<file path="src/eic_defines.svh">
`ifndef EIC_DEFINES_SVH
`define EIC_DEFINES_SVH

// register map
`define EIC_CTRL_ADDR      6'h37
`define EIC_CTRL_RESET     8'h00

// latch index of each source inside the five-bit vectors
`define EIC_SRC0           0
`define EIC_SRC1           1
`define EIC_SRC3           2
`define EIC_SRC4           3
`define EIC_SRC5           4
`define EIC_NSRC           5

// filter windows in high_freq_clock periods (reject below, accept from)
`define EIC_S05_REJ_FC     2
`define EIC_S05_ACC_FC     7
`define EIC_S34_REJ_FC     7
`define EIC_S34_ACC_FC     25
`define EIC_S1F_REJ_FC     15
`define EIC_S1F_ACC_FC     49
`define EIC_S1S_REJ_FC     63
`define EIC_S1S_ACC_FC     193
// slow and sleep modes, in low_freq_clock periods (3.5 kept as 7 halves)
`define EIC_SLOW_REJ_FS    1
`define EIC_SLOW_ACC_FS2   7
// latest time for a new source-one filter select to bite, fc periods
`define EIC_S1_SWITCH_FC   64

// stable-sample count that flips a filter: midpoint of the window
`define EIC_MID(rej, acc)  8'(((rej) + (acc)) / 2)
`define EIC_SLOW_MID       8'(((2 * `EIC_SLOW_REJ_FS) + `EIC_SLOW_ACC_FS2) / 4)

`endif

</file>
<file path="src/eic_pkg.sv">
package eic_pkg;

    // trigger choice for sources three and four
    typedef enum logic [1:0] {
        EIC_TRIG_RISE,
        EIC_TRIG_FALL,
        EIC_TRIG_BOTH,
        EIC_TRIG_HIGH
    } eic_trig_e;

    // control register laid out msb first as it sits on the data bus
    typedef struct packed {
        logic      source1_filter_select;
        logic      source0_pin_function;
        eic_trig_e source3_trigger_select;
        eic_trig_e source4_trigger_select;
        logic      source1_edge_select;
        logic      spare;
    } eic_ctrl_s;

    // enable inputs coming from the core
    typedef struct packed {
        logic master_irq_enable;
        logic source0_enable_flag;
        logic source1_enable_flag;
        logic source3_enable_flag;
        logic source4_enable_flag;
        logic source5_enable_flag;
        logic source3_latch_condition;
    } eic_enable_s;

    // sfr access from the core
    typedef struct packed {
        logic [5:0] addr;
        logic [7:0] wdata;
        logic       wr;
        logic       rd;
    } eic_sfr_req_s;

endpackage : eic_pkg

</file>
<file path="src/eic_noise_filter.sv">
`timescale 1ns/1ps
`include "eic_defines.svh"

module eic_noise_filter (
    input  wire logic       sys_clk,
    input  wire logic       nrst,
    input  wire logic       pin_sync,
    input  wire logic       sample_en,
    input  wire logic [7:0] threshold,
    output logic            level_ff,
    output logic            rise_ff,
    output logic            fall_ff
);
    import eic_pkg::*;

    logic [7:0] cnt_ff;
    logic       init_ff;
    logic       flip;

    // a differing level must survive threshold samples in a row
    assign flip = sample_en && (pin_sync != level_ff) && ((cnt_ff + 8'h01) >= threshold);

    // run length of the level that differs from the accepted one
    always_ff @(posedge sys_clk or negedge nrst) begin
        if (!nrst) begin
            cnt_ff <= 8'h00;
        end else if (sample_en) begin
            if (pin_sync == level_ff || flip) begin
                cnt_ff <= 8'h00; // glitch shorter than the window is dropped
            end else begin
                cnt_ff <= cnt_ff + 8'h01;
            end
        end
    end

    // first accepted level after reset is adopted silently, so a pin that
    // already sits high at release gives no edge
    always_ff @(posedge sys_clk or negedge nrst) begin
        if (!nrst) begin
            level_ff <= 1'b0;
            init_ff  <= 1'b0;
            rise_ff  <= 1'b0;
            fall_ff  <= 1'b0;
        end else begin
            rise_ff <= flip && init_ff && pin_sync;
            fall_ff <= flip && init_ff && !pin_sync;
            if (flip) begin
                level_ff <= pin_sync;
            end
            if (sample_en && ((pin_sync == level_ff) || flip)) begin
                init_ff <= 1'b1;
            end
        end
    end

endmodule // eic_noise_filter

</file>
<file path="src/eic_top.sv">
`timescale 1ns/1ps
`include "eic_defines.svh"


module eic_top (
    input  wire logic                  sys_clk,
    input  wire logic                  nrst,
    input  wire eic_pkg::eic_sfr_req_s sfr_req,
    output logic [7:0]                 sfr_rdata_ff,
    input  wire logic                  slow_mode,
    input  wire logic                  fs_tick,
    input  wire logic                  ext_irq_source0,
    input  wire logic                  ext_irq_source1,
    input  wire logic                  ext_irq_source3,
    input  wire logic                  ext_irq_source4,
    input  wire logic                  ext_irq_source5,
    input  wire eic_pkg::eic_enable_s  enables,
    input  wire logic [4:0]            latch_clear,
    output logic [4:0]                 irq_latch_ff,
    output logic [4:0]                 irq_request_ff,
    output logic                       shared_port_is_irq_ff
);
    import eic_pkg::*;

    eic_ctrl_s  ctrl_ff;
    logic [4:0] pin_meta_ff;
    logic [4:0] pin_sync_ff;
    logic [4:0] pins;
    logic [4:0] lvl;
    logic [4:0] rise;
    logic [4:0] fall;
    logic [4:0] nxt_set;
    logic [1:0] seen_rise_ff;
    logic       sample_en;
    logic [1:0] sync_ok_ff;
    logic [1:0] armed;
    logic [7:0] thr [`EIC_NSRC];

    // filter threshold for the selected source-one window
    function automatic logic [7:0] s1_threshold(input logic fast);
        s1_threshold = fast ? `EIC_MID(`EIC_S1F_REJ_FC, `EIC_S1F_ACC_FC)
                            : `EIC_MID(`EIC_S1S_REJ_FC, `EIC_S1S_ACC_FC);
    endfunction

    // set decision for a source with a two-bit trigger choice
    function automatic logic trig_hit(input eic_trig_e mode, input logic r, input logic f,
                                      input logic l, input logic armed);
        unique case (mode)
            EIC_TRIG_RISE: trig_hit = r;
            EIC_TRIG_FALL: trig_hit = f;
            EIC_TRIG_BOTH: trig_hit = r || f;
            EIC_TRIG_HIGH: trig_hit = l && armed;
        endcase
    endfunction

    assign pins = {ext_irq_source5, ext_irq_source4, ext_irq_source3,
                   ext_irq_source1, ext_irq_source0};

    // two-flop synchroniser; only the second stage feeds the filters
    always_ff @(posedge sys_clk or negedge nrst) begin
        if (!nrst) begin
            pin_meta_ff <= 5'h00;
            pin_sync_ff <= 5'h00;
        end else begin
            pin_meta_ff <= pins;
            pin_sync_ff <= pin_meta_ff;
        end
    end

    // the synchroniser leaves reset at zero whatever the pins show, so the
    // filters wait until both stages hold real pin samples; otherwise a pin
    // sitting high at release would look like a fresh rising edge
    always_ff @(posedge sys_clk or negedge nrst) begin
        if (!nrst) begin
            sync_ok_ff <= 2'b00;
        end else begin
            sync_ok_ff <= {sync_ok_ff[0], 1'b1};
        end
    end

    // sfr write path; software should mask interrupts around this write
    always_ff @(posedge sys_clk or negedge nrst) begin
        if (!nrst) begin
            ctrl_ff <= eic_ctrl_s'(`EIC_CTRL_RESET);
        end else if (sfr_req.wr && sfr_req.addr == `EIC_CTRL_ADDR) begin
            ctrl_ff <= eic_ctrl_s'(sfr_req.wdata);
        end
    end

    // sfr read path; other addresses belong to other blocks and read zero
    always_ff @(posedge sys_clk or negedge nrst) begin
        if (!nrst) begin
            sfr_rdata_ff <= 8'h00;
        end else if (sfr_req.rd && sfr_req.addr == `EIC_CTRL_ADDR) begin
            sfr_rdata_ff <= ctrl_ff;
        end else begin
            sfr_rdata_ff <= 8'h00;
        end
    end

    // pin role mirrored out to the port logic
    always_ff @(posedge sys_clk or negedge nrst) begin
        if (!nrst) begin
            shared_port_is_irq_ff <= 1'b0;
        end else begin
            shared_port_is_irq_ff <= ctrl_ff.source0_pin_function;
        end
    end

    // fc samples every cycle; in slow/sleep only once per fs period;
    // nothing is sampled until the synchroniser is primed after reset,
    // which costs two cycles of blindness right after release
    assign sample_en = sync_ok_ff[1] && (slow_mode ? fs_tick : 1'b1);

    // thresholds take the new select the next cycle, well inside 64 fc
    always_comb begin
        for (int i = 0; i < `EIC_NSRC; i++) begin
            thr[i] = `EIC_SLOW_MID;
        end
        if (!slow_mode) begin
            thr[`EIC_SRC0] = `EIC_MID(`EIC_S05_REJ_FC, `EIC_S05_ACC_FC);
            thr[`EIC_SRC5] = `EIC_MID(`EIC_S05_REJ_FC, `EIC_S05_ACC_FC);
            thr[`EIC_SRC1] = s1_threshold(ctrl_ff.source1_filter_select);
            thr[`EIC_SRC3] = `EIC_MID(`EIC_S34_REJ_FC, `EIC_S34_ACC_FC);
            thr[`EIC_SRC4] = `EIC_MID(`EIC_S34_REJ_FC, `EIC_S34_ACC_FC);
        end
    end

    // one filter per pin, ahead of every edge or level decision
    genvar g;
    generate
        for (g = 0; g < `EIC_NSRC; g++) begin : gen_filt
            eic_noise_filter u_filt (
                .sys_clk   (sys_clk),
                .nrst      (nrst),
                .pin_sync  (pin_sync_ff[g]),
                .sample_en (sample_en),
                .threshold (thr[g]),
                .level_ff  (lvl[g]),
                .rise_ff   (rise[g]),
                .fall_ff   (fall[g])
            );
        end
    endgenerate

    // high-level trigger stays disarmed until a filtered rising edge
    always_ff @(posedge sys_clk or negedge nrst) begin
        if (!nrst) begin
            seen_rise_ff <= 2'b00;
        end else begin
            seen_rise_ff <= seen_rise_ff | {rise[`EIC_SRC4], rise[`EIC_SRC3]};
        end
    end

    // a rise seen this cycle arms at once, so the high-level mode answers
    // with the same latency as the edge modes
    assign armed = seen_rise_ff | {rise[`EIC_SRC4], rise[`EIC_SRC3]};

    // latch set conditions per source
    always_comb begin
        nxt_set = 5'h00;
        nxt_set[`EIC_SRC0] = fall[`EIC_SRC0] && ctrl_ff.source0_pin_function;
        nxt_set[`EIC_SRC1] = ctrl_ff.source1_edge_select ? fall[`EIC_SRC1]
                                                         : rise[`EIC_SRC1];
        nxt_set[`EIC_SRC3] = trig_hit(ctrl_ff.source3_trigger_select, rise[`EIC_SRC3],
                                      fall[`EIC_SRC3], lvl[`EIC_SRC3],
                                      armed[0]);
        nxt_set[`EIC_SRC4] = trig_hit(ctrl_ff.source4_trigger_select, rise[`EIC_SRC4],
                                      fall[`EIC_SRC4], lvl[`EIC_SRC4],
                                      armed[1]);
        nxt_set[`EIC_SRC5] = fall[`EIC_SRC5];
    end

    // latches: a set in the same cycle as the core's clear wins, so no
    // edge is lost; pin glitches from output use cannot set source zero
    // a clean edge lands here two sync cycles plus the filter window plus
    // one register stage after the pin moved, well inside the bound
    always_ff @(posedge sys_clk or negedge nrst) begin
        if (!nrst) begin
            irq_latch_ff <= 5'h00;
        end else begin
            irq_latch_ff <= (irq_latch_ff & ~latch_clear) | nxt_set;
        end
    end

    // request gating toward the acceptance logic
    always_ff @(posedge sys_clk or negedge nrst) begin
        if (!nrst) begin
            irq_request_ff <= 5'h00;
        end else begin
            irq_request_ff[`EIC_SRC0] <= enables.master_irq_enable
                && enables.source0_enable_flag && ctrl_ff.source0_pin_function
                && irq_latch_ff[`EIC_SRC0];
            irq_request_ff[`EIC_SRC1] <= enables.master_irq_enable
                && enables.source1_enable_flag && irq_latch_ff[`EIC_SRC1];
            irq_request_ff[`EIC_SRC3] <= enables.master_irq_enable
                && enables.source3_enable_flag && enables.source3_latch_condition
                && irq_latch_ff[`EIC_SRC3];
            irq_request_ff[`EIC_SRC4] <= enables.master_irq_enable
                && enables.source4_enable_flag && irq_latch_ff[`EIC_SRC4];
            irq_request_ff[`EIC_SRC5] <= enables.master_irq_enable
                && enables.source5_enable_flag && irq_latch_ff[`EIC_SRC5];
        end
    end

endmodule // eic_top

</file>
<file path="config.mk">
export PLATFORM = sky130hd
export DESIGN_NAME = eic_top
export DESIGN_NICKNAME = d
export VERILOG_FILES = /design/src/eic_pkg.sv /design/src/eic_noise_filter.sv /design/src/eic_top.sv
export VERILOG_INCLUDE_DIRS = /design/src
export SDC_FILE = /design/constraint.sdc
export NUM_CORES = 1
export LEC_CHECK = 0
export BUFFER_PORTS_ARGS = -buffer_cell sky130_fd_sc_hd__buf_2
export CORE_MARGIN = 8
export CORE_UTILIZATION = 40
export CTS_CLUSTER_SIZE = 24
export DETAILED_ROUTE_END_ITERATION = 16
export GPL_TIMING_DRIVEN = 0
export PLACE_DENSITY = 0.66
export SYNTH_ARGS = -nofsm -noshare
export SYNTH_HDL_FRONTEND = slang
export SYNTH_SLANG_ARGS = --single-unit
</file>
<file path="constraint.sdc">
create_clock -name sys_clk -period 6.9 [get_ports sys_clk]
set_clock_uncertainty 0.05 [all_clocks]
set_input_delay 0 -clock sys_clk [delete_from_list [all_inputs] [get_ports sys_clk]]
set_output_delay 0 -clock sys_clk [all_outputs]
set_load 0.01 [all_outputs]
</file>
==> results.yml <==
run_status:
  outcome: "completed"
sta:
  rsz0062_at_grt: "false"
  fin_tns_setup_ns: 0
  period_share_pct: 40.4
  setup_viol: 0
  worstMarginPinSlew_ns: 0.629
  drv_slew: 0
  max-slew-margin-rel_pct: 57.8
  fmax_mhz: 359
  hold_viol: 0
  fin_crit_ns: 2.79
global_route:
  gr-usage-all-layers_pct: 14.0
  antenna_found_initial: 0
  grt_pass1_wl_um: 17000
  grt_remaining_overflow: 0
  grt_pass1_vias: 3620
  grt_max_degree: 59
run:
  max_cap_viol_count: 0
synth:
  synth_top_area_cell: "dfrtp_1"
  yosysSeqAreaShare_pct: 54.9
  synth_seq_cells: 99
  syn_inst: 415
  ys_warn_count: 0
  syn_avg_cell_area_um2: 10.9
  ys_types: 57
  synth_nets: 468
  synth.area.top_cells: "dfrtp_1, ha_1, nand2_1"
  synth_ff_type: "dfrtp_1"
  yosysTopAreaCellShare_pct: 54.9
  netlist_area_mm2: 0.00451
  synth_edf_count: 0
  synthArstFlopShare_pct: 100
floorplan:
  die_x_um: 122
  rows: 38
  io_pins: 56
  start_util_pct: 41.2
  die_h_um: 122
  coreArea_mm2: 0.0109
  die_area_mm2: 0.0149
clock_tree:
  cts_buffers: 9
  clk_pin_slew_ns: 0.07
  htree_levels: 3
  clock_sinks: 99
  cts_tree: "built"
  cts-root-buf: "clkbuf_16"
  clk_latency_ns: 0.34
  cts_resized: 0
  clk_path_buf_depth: 2
final_layout:
  multi_input_area_mm2: 0.00190
  syn_to_final_growth_pct: 24.5
  final_common_cell: "dfrtp_1"
  drive_above_1_share_pct: 19.1
  stdcell_count: 657
  layout.nets: 565
  num_antenna_cells: 0
  final_core_util_pct: 51.4
  fill_cells: 982
  seq_area_mm2: 0.00248
  layout_common_cells: "dfrtp_1, buf_2, nand2_1, dlygate4sd3_1, inv_1"
placement:
  io_buffers: 55
  dp.final_hpwl_um: 6480
  gp_congestion: 0.810
  dp.cells: 611
routing:
  drc: 0
  via_count: 3337
  routed_wl_um: 9450
  routed_via_density: 5.08
  routedWlPerCell_um: 14.4
  ant_nets: 0
  first_pass_iters: 4
  dr.first_iter.drc_count: 249
worst_hold_path:
  hold_class: "input port to flop"
  min_from: "sfr_req[10]"
setup_path:
  path_common_cell: "ha_1"
  crit_chain: "ha_1 -> nand3_1 -> xnor2_1 -> ha_1 -> or2_2 -> a2111oi_2 -> nand2_1 -> nor2_1 -> mux2_2"
  critical_path.startpoint_type: "flop"
  reg2reg_setup_slack_ns: 4.11
  crit_required_ns: 7.13
  r2r_start: "gen_filt[3].u_filt.cnt_ff[0]"
  slowest_stage: "dfrtp_1"
  crit_path_start: "gen_filt[3].u_filt.cnt_ff[0]"
  slowest_delay_ns: 0.43
  crit_buf_inv: 0
  crit_family: "simple AND/OR/NAND/NOR gates"
  crit_arrival_ns: 3.02
  endpoint_kind: "flop"
  worstPathMaxFanout: 6
  path_class: "flop to flop"
power_and_ir_drop:
  leakagePower_uw: 0.00276
  p_per_area_mw_per_mm2: 283
  irDropWorstVdd_mv: 0.153
cells in the mapped netlist, types with 3 or more instances:
cell and count:
dfrtp_1 99, nand2_1 47, inv_1 22, nand3_1 19
and2_1 17, ha_1 16, and3_1 15, nor2_1 15
o21ai_0 14, mux2_2 13, a21o_1 9, xor2_1 9
a21oi_1 8, clkbuf_1 8, nor3_1 8, xnor2_1 8
nand2b_1 7, o21ai_1 7, o22ai_1 5, nand4_1 4
or2_2 4, or3_1 4, a2111oi_2 3, a211o_1 3
and4_1 3, o21a_1 3, o31ai_1 3, or4_1 3
cell families after synthesis:
logic type,share of synthesized area (%)
other cells,0.0832
fa+ha+maj,4.44
mux,3.94
buf+inv,3.02
simple gates,17.9
flops,54.9
compound gates,12.3
xor+xnor,3.30
worst paths after layout:
| check | to | cells past startpoint |
|---|---|---|
| max in group asynchronous | gen_filt[1].u_filt.rise_ff | 3 |
| worst max-delay path | gen_filt[3].u_filt.cnt_ff[0] | 9 |
| worst max register to register | gen_filt[3].u_filt.cnt_ff[0] | 9 |
| worst min register to register | pin_sync_ff[4] | 0 |
| worst min-delay path | sfr_rdata_ff[0] | 4 |
| min in group asynchronous | gen_filt[3].u_filt.cnt_ff[5] | 2 |
stage by stage:
stage	hold WS, ns	total power (uW)	area (um2)	setup slack (ns)
floorplan	-0.346	942	4510	4.45
global placement	0.0583	1020	4960	4.18
detailed placement	-0.00394	1050	4990	4.11
CTS	0.0824	1610	5620	4.09
global route	0.114	1700	5620	3.83
finish	0.0874	1590	5620	4.11
power by group:
group / leakage, uW / total (uW) / internal, uW / switching, uW
combinational: 0.00130 / 332 / 156 / 176
sequential: 0.00129 / 717 / 649 / 68.1
clock: 0.000160 / 542 / 320 / 222
total: 0.00276 / 1590 / 1130 / 466
repair_timing:
action / in CTS / in global routing
hold buffers: 30 / 0
endpoints found under the hold margin: 72 / 0
buffers inserted: 0 / 0
flip-flops by register name (all words and copies together) (netlist names):
name	count
shared_port_is_irq_ff	1
sfr_rdata_ff	8
gen_filt.u_filt.rise_ff	3
gen_filt.u_filt.cnt_ff	40
gen_filt.u_filt.fall_ff	5
pin_sync_ff	5
gen_filt.u_filt.init_ff	5
pin_meta_ff	5
gen_filt.u_filt.level_ff	5
irq_request_ff	5
ctrl_ff	8
irq_latch_ff	5
sync_ok_ff	2
seen_rise_ff	2
routing by layer:
metal / track usage [%] / part of all wire [%] / wire length (um) / up-vias
li1: - / - / - / 1664
met1: 17.8 / 47 / 4430 / 1589
met2: 22.3 / 45 / 4210 / 72
met3: 3.19 / 6.9 / 649 / 12
met4: 6.25 / 1.7 / 159 / 0
met5: 0 / 0 / 0 / -
final cells by class:
class | instances | share of cell area (%)
clock inverters | 7 | 1.78
repair buffers | 86 | 10.8
plain buffers | 11 | 0.958
inverters | 22 | 1.47
multi-input cells | 283 | 33.8
well taps | 140 | 3.12
flip-flops and latches | 99 | 44.1
clock buffers | 9 | 4.01
worst min-delay path: cells and delay by family:
| kind | cells | cell delay (ns) |
|---|---|---|
| and+or+nand+nor | 3 | 0.35 |
| buffers and inverters | 1 | 0.10 |
(Power assumes the default switching activity.)
